[src/itc_regs.svh]
`ifndef ITC_REGS_SVH
`define ITC_REGS_SVH

// register byte offsets on the wishbone bus
`define ITC_OFS_DATA 8'h00
`define ITC_OFS_COUNT 8'h04
`define ITC_OFS_MODE 8'h08
`define ITC_OFS_INPUT 8'h0c
`define ITC_OFS_TRIG 8'h10
`define ITC_OFS_STATUS 8'h14
`define ITC_OFS_OUTCTL 8'h18
`define ITC_OFS_REWRITE 8'h1c
`define ITC_OFS_PRESC 8'h20

// channel_mode_config field positions
`define ITC_MC_CKS_LSB 14
`define ITC_MC_CCS 12
`define ITC_MC_MAS 11
`define ITC_MC_STS_LSB 8
`define ITC_MC_COS_LSB 6
`define ITC_MC_MD_LSB 1
`define ITC_MC_MD0 0
// implemented bits of channel_mode_config, reserved bits read zero
`define ITC_MC_MASK 16'hdfdf

// trigger register bits
`define ITC_TRIG_START 0
`define ITC_TRIG_STOP 1

// status register bits
`define ITC_ST_ENABLE 0
`define ITC_ST_OUTPUT 1
`define ITC_ST_ARMED 2

// output control register bits
`define ITC_OC_TOE 0
`define ITC_OC_TOM 1
`define ITC_OC_TOC 2
`define ITC_OC_TOL 3
`define ITC_OC_TDE 4
`define ITC_OC_TDL 5
`define ITC_OC_DIRECT 6

// reset values
`define ITC_RST_DATA 16'h0000
`define ITC_RST_MODE 16'h0000
`define ITC_RST_INPUT 2'h0
`define ITC_RST_OUTCTL 7'h01
`define ITC_RST_REWRITE 4'h0
`define ITC_RST_PRESC 16'h3210
`define ITC_RST_COUNT 16'h0000

// decode values for the interval function
`define ITC_MD_INTERVAL 4'h0
`define ITC_STS_SOFTWARE 3'h0
`define ITC_CCS_OPCLOCK 1'b0
`define ITC_COUNT_ZERO 16'h0000
`define ITC_COUNT_STEP 16'h0001

`endif

[src/itc_pkg.sv]
package itc_pkg;

  // number of prescaler operation clocks
  localparam int ITC_N_CK = 4;

  // channel phase, gray along idle -> armed -> run
  typedef enum logic [1:0] {
    ITC_IDLE = 2'b00,
    ITC_ARMED = 2'b01,
    ITC_RUN = 2'b11
  } itc_phase_type;

  // classic wishbone request as seen by the slave
  typedef struct packed {
    logic cyc;
    logic stb;
    logic we;
    logic [7:0] adr;
    logic [3:0] sel;
    logic [31:0] dat;
  } itc_wb_req_type;

  // bus slave state
  typedef struct packed {
    logic ack;
    logic [31:0] dat;
  } itc_wb_type;

  // prescaler state
  typedef struct packed {
    logic [15:0] cnt;
  } itc_presc_type;

  // channel state
  typedef struct packed {
    itc_phase_type phase;
    logic [15:0] data_reg;
    logic [15:0] counter;
    logic [15:0] mode_cfg;
    logic [1:0] input_cfg;
    logic [6:0] out_ctl;
    logic [3:0] rewrite;
    logic [15:0] presc_sel;
    logic toggle;
    logic out;
    logic irq;
  } itc_chan_type;

endpackage : itc_pkg

[src/itc_prescaler.sv]
`timescale 1ns/1ps
`include "itc_regs.svh"

module itc_prescaler
  import itc_pkg::*;
(
  // clock and reset
  input wire logic clk,
  input wire logic sys_rst,
  // four 4-bit divide exponents, clock i = clk / 2**exp
  input wire logic [15:0] presc_sel,
  // one-cycle enable pulses, one per operation clock
  output logic [ITC_N_CK-1:0] ck_en
);

  itc_presc_type s; // registered state
  itc_presc_type next_s; // next state

  // free running divider, all taps share it so ticks stay aligned
  always_comb begin
    next_s = s;
    next_s.cnt = s.cnt + `ITC_COUNT_STEP;
  end

  // register the divider
  always_ff @(posedge clk) begin
    if (sys_rst) begin
      s.cnt <= `ITC_COUNT_ZERO;
    end else begin
      s <= next_s;
    end
  end

  // one tap per operation clock, exponent 0 ticks every cycle
  for (genvar i = 0; i < ITC_N_CK; i++) begin : g_tap
    logic [3:0] expo; // divide exponent of this tap
    logic [15:0] mask; // low counter bits that must be all ones
    assign expo = presc_sel[4*i +: 4];
    assign mask = (`ITC_COUNT_STEP << expo) - `ITC_COUNT_STEP;
    assign ck_en[i] = &(s.cnt | ~mask);
  end

endmodule : itc_prescaler

[src/itc_wb_slave.sv]
`timescale 1ns/1ps
`include "itc_regs.svh"

module itc_wb_slave
  import itc_pkg::*;
(
  // clock and reset
  input wire logic clk,
  input wire logic sys_rst,
  // bus request and read data from the register file
  input itc_wb_req_type req,
  input wire logic [31:0] rd_data,
  // write strobe, high in the cycle where ack is high
  output logic wr_en,
  // bus answer
  output logic ack_o,
  output logic [31:0] dat_o
);

  itc_wb_type s; // registered state
  itc_wb_type next_s; // next state

  // ack one cycle after the request, dropped the cycle after
  always_comb begin
    next_s = s;
    next_s.ack = 1'b0;
    if (req.cyc && req.stb && !s.ack) begin
      next_s.ack = 1'b1;
      // read data captured with the ack so it stands with it
      next_s.dat = req.we ? 32'h0000_0000 : rd_data;
    end
  end

  // register the answer
  always_ff @(posedge clk) begin
    if (sys_rst) begin
      s.ack <= 1'b0;
      s.dat <= 32'h0000_0000;
    end else begin
      s <= next_s;
    end
  end

  // writes land on the edge where the master sees ack
  assign wr_en = req.cyc && req.stb && req.we && s.ack;
  assign ack_o = s.ack;
  assign dat_o = s.dat;

endmodule : itc_wb_slave

[src/itc_channel.sv]
// Functional notes
// - start trigger enables channel and loads counter
// - at zero: interrupt, toggle, reload, continue
// - data register change applies at next reload
// - stop trigger clears enable, freezes count, output
// - start while running restarts with reload
// - select bit 0: no interrupt at start
// - select bit 1: interrupt and toggle at start
// - interrupt period is tick times data plus one
// - output period is twice the interrupt period
// - two-bit field picks one of four clocks
// - count clock source 0 uses operation clock
// - start select 000: software start only
// - mode field 0000 decodes as interval timer
// - output enable 1 gives positive toggle output
// - output enable 0 drives software output level
// - start and stop bits self-clear, read zero
// - counter readable at any time
`timescale 1ns/1ps
`include "itc_regs.svh"

module itc_channel
  import itc_pkg::*;
(
  // clock and reset
  input wire logic clk,
  input wire logic sys_rst,
  // classic wishbone slave
  input wire logic wb_cyc_i,
  input wire logic wb_stb_i,
  input wire logic wb_we_i,
  input wire logic [7:0] wb_adr_i,
  input wire logic [3:0] wb_sel_i,
  input wire logic [31:0] wb_dat_i,
  output logic [31:0] wb_dat_o,
  output logic wb_ack_o,
  // channel pins
  output logic channel_interrupt,
  output logic channel_output
);

  itc_chan_type s; // registered channel state
  itc_chan_type next_s; // next channel state

  itc_wb_req_type req; // bundled bus request
  logic wr_en; // write strobe from the slave
  logic [31:0] rd_data; // read mux result
  logic [ITC_N_CK-1:0] ck_en; // prescaler ticks
  logic [1:0] cks; // selected operation clock
  logic tick; // count clock enable
  logic mode_ok; // channel set up for interval timing
  logic start_w; // start trigger written this cycle
  logic stop_w; // stop trigger written this cycle
  logic toe; // independent output enable

  // bundle the bus pins for the slave
  assign req.cyc = wb_cyc_i;
  assign req.stb = wb_stb_i;
  assign req.we = wb_we_i;
  assign req.adr = wb_adr_i;
  assign req.sel = wb_sel_i;
  assign req.dat = wb_dat_i;

  // bus slave, answers one cycle after the request
  itc_wb_slave u_wb (
    .clk(clk),
    .sys_rst(sys_rst),
    .req(req),
    .rd_data(rd_data),
    .wr_en(wr_en),
    .ack_o(wb_ack_o),
    .dat_o(wb_dat_o)
  );

  // four operation clocks as enable pulses
  itc_prescaler u_presc (
    .clk(clk),
    .sys_rst(sys_rst),
    .presc_sel(s.presc_sel),
    .ck_en(ck_en)
  );

  // byte-lane merge of a bus write into an old value
  function automatic logic [31:0] itc_merge(
    input logic [31:0] old_v,
    input logic [31:0] new_v,
    input logic [3:0] sel
  );
    logic [31:0] res;
    res = old_v;
    for (int b = 0; b < 4; b++) begin
      if (sel[b]) begin
        res[8*b +: 8] = new_v[8*b +: 8];
      end
    end
    return res;
  endfunction : itc_merge

  // operation clock choice, code 00 first clock to 11 fourth
  assign cks = s.mode_cfg[`ITC_MC_CKS_LSB +: 2];
  // count clock is the operation clock itself
  assign tick = ck_en[cks];

  // only the interval setup lets a software start take hold;
  // other setups leave the channel parked rather than misbehave
  assign mode_ok =
    (s.mode_cfg[`ITC_MC_MD_LSB +: 4] == `ITC_MD_INTERVAL) &&
    (s.mode_cfg[`ITC_MC_STS_LSB +: 3] == `ITC_STS_SOFTWARE) &&
    (s.mode_cfg[`ITC_MC_CCS] == `ITC_CCS_OPCLOCK);

  // trigger bits decoded straight from the write, never stored
  assign start_w = wr_en && (req.adr == `ITC_OFS_TRIG) && req.sel[0]
    && req.dat[`ITC_TRIG_START];
  assign stop_w = wr_en && (req.adr == `ITC_OFS_TRIG) && req.sel[0]
    && req.dat[`ITC_TRIG_STOP];

  assign toe = s.out_ctl[`ITC_OC_TOE];

  // register read mux, unmapped offsets read zero
  always_comb begin
    rd_data = 32'h0000_0000;
    case (req.adr)
      // reload value
      `ITC_OFS_DATA: begin
        rd_data[15:0] = s.data_reg;
      end
      // live count, safe to read while running
      `ITC_OFS_COUNT: begin
        rd_data[15:0] = s.counter;
      end
      // mode word, reserved bits masked
      `ITC_OFS_MODE: begin
        rd_data[15:0] = s.mode_cfg & `ITC_MC_MASK;
      end
      // input edge select
      `ITC_OFS_INPUT: begin
        rd_data[1:0] = s.input_cfg;
      end
      // trigger bits always read back zero
      `ITC_OFS_TRIG: begin
        rd_data = 32'h0000_0000;
      end
      // channel status
      `ITC_OFS_STATUS: begin
        rd_data[`ITC_ST_ENABLE] = (s.phase != ITC_IDLE);
        rd_data[`ITC_ST_OUTPUT] = s.out;
        rd_data[`ITC_ST_ARMED] = (s.phase == ITC_ARMED);
      end
      // output control bits
      `ITC_OFS_OUTCTL: begin
        rd_data[6:0] = s.out_ctl;
      end
      // simultaneous rewrite bits, stored only
      `ITC_OFS_REWRITE: begin
        rd_data[3:0] = s.rewrite;
      end
      // prescaler exponents
      `ITC_OFS_PRESC: begin
        rd_data[15:0] = s.presc_sel;
      end
      default: begin
        rd_data = 32'h0000_0000;
      end
    endcase
  end

  // channel next state: bus writes, triggers, counting, output
  always_comb begin
    logic [31:0] wv; // merged write value
    logic fire; // interrupt event this cycle
    wv = 32'h0000_0000;
    fire = 1'b0;
    next_s = s;
    next_s.irq = 1'b0;

    // plain register writes
    if (wr_en) begin
      case (req.adr)
        // data register takes writes at any moment
        `ITC_OFS_DATA: begin
          wv = itc_merge({16'h0000, s.data_reg}, req.dat, req.sel);
          next_s.data_reg = wv[15:0];
        end
        // mode word
        `ITC_OFS_MODE: begin
          wv = itc_merge({16'h0000, s.mode_cfg}, req.dat, req.sel);
          next_s.mode_cfg = wv[15:0] & `ITC_MC_MASK;
        end
        // input edge select, unused in this function
        `ITC_OFS_INPUT: begin
          wv = itc_merge({30'h0000_0000, s.input_cfg}, req.dat, req.sel);
          next_s.input_cfg = wv[1:0];
        end
        // output control
        `ITC_OFS_OUTCTL: begin
          wv = itc_merge({25'h000_0000, s.out_ctl}, req.dat, req.sel);
          next_s.out_ctl = wv[6:0];
        end
        // rewrite bits have no effect here
        `ITC_OFS_REWRITE: begin
          wv = itc_merge({28'h000_0000, s.rewrite}, req.dat, req.sel);
          next_s.rewrite = wv[3:0];
        end
        // prescaler exponents
        `ITC_OFS_PRESC: begin
          wv = itc_merge({16'h0000, s.presc_sel}, req.dat, req.sel);
          next_s.presc_sel = wv[15:0];
        end
        // read-only, trigger and unmapped: nothing stored
        default: begin
          wv = 32'h0000_0000;
        end
      endcase
    end

    // triggers first, they take the place of a count step
    if (stop_w) begin
      // stop wins over a start in the same write
      next_s.phase = ITC_IDLE;
    end else if (start_w && mode_ok) begin
      // arm, also while running: a forced restart
      next_s.phase = ITC_ARMED;
    end else begin
      case (s.phase)
        // stopped: counter and output hold
        ITC_IDLE: begin
          next_s.counter = s.counter;
        end
        // load waits for the start of the next count clock
        ITC_ARMED: begin
          if (tick) begin
            next_s.counter = s.data_reg;
            next_s.phase = ITC_RUN;
            fire = s.mode_cfg[`ITC_MC_MD0];
          end
        end
        // count down, reload at zero
        ITC_RUN: begin
          if (tick) begin
            if (s.counter == `ITC_COUNT_ZERO) begin
              // reload picks up the latest data register value
              next_s.counter = s.data_reg;
              fire = 1'b1;
            end else begin
              next_s.counter = s.counter - `ITC_COUNT_STEP;
            end
          end
        end
        default: begin
          next_s.phase = ITC_IDLE;
        end
      endcase
    end

    // interrupt pulse on each event, toggle too when toe is set
    next_s.irq = fire;
    if (fire && toe) begin
      // one toggle per interrupt halves the output rate
      next_s.toggle = ~s.toggle;
    end

    // output source: toggle flop or software level;
    // level invert is ignored in toggle mode, positive logic
    if (next_s.out_ctl[`ITC_OC_TOE]) begin
      next_s.out = next_s.toggle;
    end else begin
      next_s.out = next_s.out_ctl[`ITC_OC_DIRECT];
    end
  end

  // register the channel state
  always_ff @(posedge clk) begin
    if (sys_rst) begin
      s.phase <= ITC_IDLE;
      s.data_reg <= `ITC_RST_DATA;
      s.counter <= `ITC_RST_COUNT;
      s.mode_cfg <= `ITC_RST_MODE;
      s.input_cfg <= `ITC_RST_INPUT;
      s.out_ctl <= `ITC_RST_OUTCTL;
      s.rewrite <= `ITC_RST_REWRITE;
      s.presc_sel <= `ITC_RST_PRESC;
      s.toggle <= 1'b0;
      s.out <= 1'b0;
      s.irq <= 1'b0;
    end else begin
      s <= next_s;
    end
  end

  // pins straight from flops
  assign channel_interrupt = s.irq;
  assign channel_output = s.out;

endmodule : itc_channel

[config.mk]
export PLATFORM = sky130hd
export DESIGN_NAME = itc_channel
export DESIGN_NICKNAME = d
export VERILOG_FILES = /design/src/itc_pkg.sv /design/src/itc_prescaler.sv /design/src/itc_wb_slave.sv /design/src/itc_channel.sv
export VERILOG_INCLUDE_DIRS = /design/src
export SDC_FILE = /design/constraint.sdc
export NUM_CORES = 1
export LEC_CHECK = 0
export BUFFER_PORTS_ARGS = -buffer_cell sky130_fd_sc_hd__buf_2
export CORE_ASPECT_RATIO = 0.8
export CORE_MARGIN = 1
export CORE_UTILIZATION = 39
export CTS_BUF_LIST = sky130_fd_sc_hd__clkbuf_16
export CTS_CLUSTER_DIAMETER = 150
export DETAILED_ROUTE_END_ITERATION = 8
export PLACE_DENSITY_LB_ADDON = 0.2
export SYNTH_ARGS = -nofsm -noshare
export SYNTH_HDL_FRONTEND = slang
export SYNTH_SLANG_ARGS = --single-unit
[constraint.sdc]
create_clock -name clk -period 4 [get_ports clk]
set_clock_uncertainty 0.15 [all_clocks]
set_input_delay 0.4 -clock clk [delete_from_list [all_inputs] [get_ports clk]]
set_output_delay 0.4 -clock clk [all_outputs]
set_load 0.01 [all_outputs]
==> impl_metrics.ini, run 1 <==
[outcome]
status = complete, but fails checks
violations = design-rule violations

[global_route]
grt_max_degree = 63
track_usage_pct = 24.4
grt_pass1_wl_mm = 33.5
grt_pass1_vias = 5802
grt-ovfl-total = 0
antenna_found_initial = 0

[floorplanning]
io_pins = 84
core_area_um2 = 16700
start_util_pct = 40.0
dieArea_um2 = 17600
die_w_um = 148
num_rows = 42
die_y_um = 119

[clock_tree]
cts.path.max_buffers = 2
cts_root_buffer = clkbuf_16
cts_resized = 0
clock_latency_ns = 0.37
cts_buffers = 9
clkSinkCount = 112
post_cts_buffers = 0
cts_tree = done
ctsHoldBuffers = 0
htreeDepth = 3
clk_pin_slew_ns = 0.08

[place]
placedInstanceArea_um2 = 7070
dpl_worst_slack_ns = 0.574
place_congestion = 0.914
dpl.hpwl_mm = 14.8
port_buffers = 49
dp.cells = 1111

[worst_setup_path]
cp_max_fo = 18
start_kind = register
r2r_slack_ns = 0.47
worstPathRequired_ns = 4.12
r2r_cells = 12
r2r_start = s[3]$_SDFFE_PP0P_
critPathArrivalTime_ns = 3.64
setup.worst_path.class = reg -> reg
end_kind = register
worstReg2RegEnd = s[59]$_SDFFE_PP0P_

[detailed_routing]
dr.pass1.iters = 9
drt_iter0_drc = 712
drc = 1
vias = 6695
routed_wl_mm = 21.2
ant_nets = 0
avgViaCountPerCell = 5.94
wl_per_cell_um = 18.8

[timing]
slew_headroom_pct = 39.5
max_freq_mhz = 284
hold_viol_final = 0
fin_crit_ns = 3.53
finalMaxSlewViolations = 0
rsz0062_at_grt = no
setup_viol = 0
tightestPinTransition_ns = 0.900
fin_tns_setup_ns = 0
period_share_pct = 88.1
fin_ws_ns = 0.475

[power_and_ir_drop]
peakVddDrop_uv = 216
pwr_density_cell_nw_per_um2 = 351
p_total_w = 0.00259
power_leakage_nw = 2.68

[synth]
ys_types = 69
ys_async_sr_fraction_pct = 0
synth.avg_cell_area_um2 = 7.55
synth_edf_count = 0
ys_seq_area_share_pct = 33.6
synth_area_um2 = 6670
yosys_warnings = 0
synth_top_flop_cell = dfxtp_1
synth_cells = 884
synth_seq_cells = 112

[final_layout]
n_antenna_cell = 0
fin_cells = 1127
layout_common_cells = 112 x dfxtp_1, 107 x nand2_1, 92 x nor2_1
layout-drive-gt1-share_pct = 12.6
fillers = 1741
syn_to_final_growth_pct = 10.7
regArea_um2 = 2240
multi_input_area_um2 = 3980
fin_nets = 961
design_area_um2 = 7380
final_common_cell = dfxtp_1

[worst_hold_path]
holdPathEnd = s[11]$_SDFFE_PP0P_
min_path_type = in -> reg
hold_path_depth = 3
hp-start = wb_dat_i[8]

[run]
max_cap_violations = 0
[metrics by stage]
stage / utilization, % / hold WS, ns
6_report: 44.3 / 0.155
2_1_floorplan: - / 0.286
5_1_grt: 44.3 / 0.168
4_1_cts: 44.3 / 0.150
3_3_place_gp: 42.5 / 0.294
3_5_place_dp: 42.5 / 0.297
[cells in the mapped netlist, drive strengths merged, types with 9 or more instances]
library cell / n / area, um^2
a222oi: 13 / 130
ha: 10 / 125
nor3: 21 / 105
dfxtp: 112 / 2240
a22oi: 10 / 75.1
clkbuf: 52 / 195
nor2: 94 / 355
nand3: 60 / 300
a21oi: 88 / 440
a31oi: 16 / 100
nand4: 9 / 56.3
mux2i: 31 / 310
inv: 26 / 97.6
xnor2: 10 / 87.6
nand2: 107 / 402
o21ai: 27 / 135
buf: 36 / 221
nor4: 16 / 100
[worst max path at each step]
stage / slack (ns) / endpoint / from / cells after the start
after floorplan: 0.92 / s[53]$_SDFFE_PP0P_ / s[10]$_SDFFE_PP0P_ / 14
after global placement: 0.55 / s[59]$_SDFFE_PP0P_ / s[3]$_SDFFE_PP0P_ / 12
after detailed placement: 0.57 / s[59]$_SDFFE_PP0P_ / s[3]$_SDFFE_PP0P_ / 12
after CTS: 0.55 / s[59]$_SDFFE_PP0P_ / s[3]$_SDFFE_PP0P_ / 12
after global routing: 0.12 / s[57]$_SDFFE_PP0P_ / s[3]$_SDFFE_PP0P_ / 12
final: 0.47 / s[59]$_SDFFE_PP0P_ / s[3]$_SDFFE_PP0P_ / 12
[critical path: stages, from the launching register on]
cell	delay [ns]
dfxtp_1	0.58
nor2_1	0.15
nand2_1	0.10
ha_1	0.36
nor2_1	0.11
o21a_1	0.20
a2111oi_0	0.43
o311a_1	0.24
o2111ai_1	0.20
a32oi_2	0.21
buf_4	0.28
o211ai_1	0.12
a32o_1	0.29
[kinds of logic (layout without fill, tap and decap cells)]
group | after synthesis | in the layout | share of synthesized area, %
DFF | 112 | 112 | 33.6
buffers and inverters | 115 | 123 | 7.77
xor gates and xnor gates | 18 | 18 | 2.36
and+or+nand+nor | 372 | 372 | 26.8
muxes | 32 | 32 | 4.82
adders and majority gates | 10 | 10 | 1.88
other | 1 | 16 | 0.0562
AOI/OAI and AO/OA | 224 | 224 | 22.7
[metal layers]
layer / vias to the layer above / wire length, um / share of wire [%] / track usage [%]
met4: 0 / 239 / 1.1 / 5.48
met3: 18 / 1700 / 8.0 / 4.14
met5: - / 0 / 0 / 0
li1: 3226 / - / - / -
met2: 277 / 8730 / 41 / 34.0
met1: 3174 / 10500 / 50 / 38.3
[sequential cells by signal (all words and copies together) (netlist names)]
| register | count |
|---|---|
| cks | 2 |
| channel_interrupt | 1 |
| channel_output | 1 |
| u_wb.dat_o | 16 |
| s | 76 |
| u_wb.ack_o | 1 |
| u_presc.s | 15 |
[cell type report]
class                      instances  area share, %
sequential                       112           30.4
multi-input combinational        672           53.8
clock buffer                       9           3.05
tap                              220           3.73
clock inverter                     7           1.12
inverter                          27           1.37
timing repair buffer              80           6.51
[where the power goes]
group | internal, W | switching, W
Combinational | 0.000159 | 0.000285
Clock | 0.000450 | 0.000492
Sequential | 0.00115 | 0.0000510
(Power assumes the default switching activity.)
==> run 2, diff against run 1 <==
--- a/config.mk
+++ b/config.mk
@@ -13,7 +13,8 @@
 export CTS_BUF_LIST = sky130_fd_sc_hd__clkbuf_16
 export CTS_CLUSTER_DIAMETER = 150
 export DETAILED_ROUTE_END_ITERATION = 8
-export PLACE_DENSITY_LB_ADDON = 0.2
+export PLACE_DENSITY_LB_ADDON = 0.25
 export SYNTH_ARGS = -nofsm -noshare
 export SYNTH_HDL_FRONTEND = slang
+export SYNTH_HIERARCHICAL = 1
 export SYNTH_SLANG_ARGS = --single-unit
==> impl_metrics.ini, run 2 <==
[outcome]
status = finished clean

[synth]
synth_most_common_cell = dfxtp_1
synth_cells = 890
yosys-top-cells-area = dfxtp_1 35%, mux2i_1 9.0%, nand2_1 5.1%
synth.avg_cell_area_um2 = 8.23
synth_seq_cells = 128
synth_compound_area_share_pct = 17.1
synth_top_flop_cell = dfxtp_1
synth_common_cells = 128 x dfxtp_1, 100 x nand2_1, 92 x nor2_1
synth_area_um2 = 7330
synth_top_family_by_area = simple AND/OR/NAND/NOR gates
synth_fa_ha_area_share_pct = 1.71
ys_async_sr_fraction_pct = 0
synthMuxAreaShare_pct = 9.79
yosysTopAreaCell = dfxtp_1
synth_top_cell_area_share_pct = 35.0
yosys_warnings = 6
synth_xor_area_share_pct = 1.91
ys_types = 75
synth_edf_count = 0
ys_seq_area_share_pct = 35.0
yosys.area_share.simple_pct = 28.5

[power_and_ir_drop]
power_leakage_nw = 3.28
clkPwrFrac_pct = 54.3
p_sw_w = 0.000724
p_sw_share_pct = 23.3
peakVddDrop_uv = 263
p_total_w = 0.00311
seqPwrFrac_pct = 41.6
pwr_density_cell_nw_per_um2 = 365
pwr-share-comb_pct = 4.1
p_int_w = 0.00238

[detailed_routing]
drc = 0
wl_per_cell_um = 16.8
vias = 6638
drt_iter0_drc = 725
routed_wl_mm = 20.4
ant_nets = 0
dr.pass1.iters = 7
avgViaCountPerCell = 5.46

[timing]
period_share_pct = 90.8
setup_viol = 0
tightestPinTransition_ns = 0.966
slew_headroom_pct = 35.6
rsz0062_at_grt = no
fin_crit_ns = 3.63
hold_viol_final = 0
max_freq_mhz = 275
fin_tns_setup_ns = 0
finalMaxSlewViolations = 0

[worst_setup_path]
cp.buffers_inverters = 1
start_kind = register
cp_max_fo = 12
worstPathRequired_ns = 4.12
crit_family = simple AND/OR/NAND/NOR gates
setup.worst_path.class = reg -> reg
critPathArrivalTime_ns = 3.75
end_kind = register
cpPeakStageDelay_ns = 0.54
slowest_stage = mux4_2
crit_chain = nor3_1 -> nand2b_1 -> ha_1 -> or3_1 -> a211oi_1 -> a2111oi_2 -> nor4b_2 -> mux4_2 -> o21ai_0 -> a31oi_1 -> and2_1 -> buf_12 -> nand2_1 -> a21oi_1

[global_route]
grt-ovfl-total = 0
antenna_found_initial = 0
grt_pass1_wl_mm = 32.7
grt_pass1_vias = 5957
grt_max_degree = 91
track_usage_pct = 21.5

[clock_tree]
post_cts_buffers = 0
clock_latency_ns = 0.43
ctsHoldBuffers = 0
htreeDepth = 4
cts_tree = done
clkSinkCount = 128
cts.path.max_buffers = 2
clk_pin_slew_ns = 0.06
cts_resized = 0
cts_root_buffer = clkbuf_16
cts_buffers = 17

[floorplanning]
die_w_um = 155
num_rows = 44
start_util_pct = 40.1
dieArea_um2 = 19300
core_area_um2 = 18300
io_pins = 84
die_y_um = 125

[final_layout]
fin_nets = 1008
syn_to_final_growth_pct = 16.2
largest_reg_flops = 76
layout_common_cells = 128 x dfxtp_1, 100 x nand2_1, 92 x nor2_1
fillers = 1830
max_flop_register = s
final_common_cell = dfxtp_1
multi_input_area_um2 = 4380
regArea_um2 = 2560
layout-drive-gt1-share_pct = 15.0

[place]
port_buffers = 65
dpl.hpwl_mm = 14.3
place_congestion = 0.850

[run]
max_cap_violations = 0

[worst_hold_path]
min_path_type = in -> reg
run 2: cell count changes after synthesis, moves of 13 or more:
cell,change
clkbuf_1,-24
a21oi_1,-27
o21ai_0,+14
buf_4,-13
dfxtp_1,+16
or3b_1,+33
nand2b_1,+38
mux2i_1,+35
buf_2,+13
nand3_1,-26
run 2: final cells by class:
cell class                 instances  area share, %
inverter                          15          0.661
clock inverter                    15           2.44
antenna                            1         0.0294
tap                              253           3.72
timing repair buffer              94           6.56
sequential                       128           30.1
multi-input combinational        693           51.5
clock buffer                      17           5.00
run 2: power groups by stage:
| stage | clock (W) | combinational [W] | sequential, W |
|---|---|---|---|
| after floorplan | 0 | 0.0000774 | 0.00132 |
| after global placement | 0 | 0.000126 | 0.00132 |
| after detailed placement | 0 | 0.000126 | 0.00132 |
| after CTS | 0.00171 | 0.000126 | 0.00129 |
| after global routing | 0.00177 | 0.000139 | 0.00129 |
| final | 0.00169 | 0.000127 | 0.00129 |
run 2: path summary, 6_finish.rpt:
kind	depth (start not counted)	from	slack [ns]	endpoint
worst max register to register	14	s[6]$_SDFFE_PP0P_	0.37	s[51]$_SDFFE_PP0P_
worst min-delay path	3	wb_dat_i[9]	0.08	s[12]$_SDFFE_PP1P_
worst max-delay path	14	s[6]$_SDFFE_PP0P_	0.37	s[51]$_SDFFE_PP0P_
worst min register to register	2	u_wb/dat_o[14]$_SDFFE_PP0P_	0.32	u_wb/dat_o[14]$_SDFFE_PP0P_
run 2: metrics by stage:
step | utilization (%) | cells | setup slack [ns] | hold slack [ns] | cell area (um^2)
6_report | 46.6 | 1216 | 0.367 | 0.0844 | 8510
5_1_grt | 46.6 | 1215 | 0.0801 | 0.0871 | 8510
4_1_cts | 46.6 | 1215 | 0.356 | 0.0759 | 8510
3_5_place_dp | 43.1 | 1183 | 0.389 | 0.308 | 7880
3_3_place_gp | 43.1 | 1183 | 0.406 | 0.307 | 7880
2_1_floorplan | - | 905 | 0.411 | 0.295 | 7380
run 2: cell families (layout without fill, tap and decap cells):
kind of cell             count (synthesis)  after routing
AO/OA/AOI/OAI                          189            189
XOR/XNOR                                16             16
adder cells (fa/ha/maj)                 10             10
buffers and inverters                   84            141
flip-flops                             128            128
multiplexers                            70             70
other                                    1             17
AND/OR/NAND/NOR                        392            392
run 2: metal layers:
metal / wire (um) / GRT usage [%] / vias up
met5: 0 / 0 / -
met4: 151 / 4.79 / 0
met3: 1640 / 4.07 / 14
met2: 8400 / 30.6 / 218
met1: 10200 / 33.1 / 3114
li1: - / - / 3292
run 2: worst register-to-register path, stage by stage (launching register included):
cell and delay, ns:
dfxtp_1 0.31, nor3_1 0.39, nand2b_1 0.11, ha_1 0.31, or3_1 0.33, a211oi_1 0.28, a2111oi_2 0.09, nor4b_2 0.17
mux4_2 0.54, o21ai_0 0.11, a31oi_1 0.08, and2_1 0.30, buf_12 0.18, nand2_1 0.06, a21oi_1 0.06
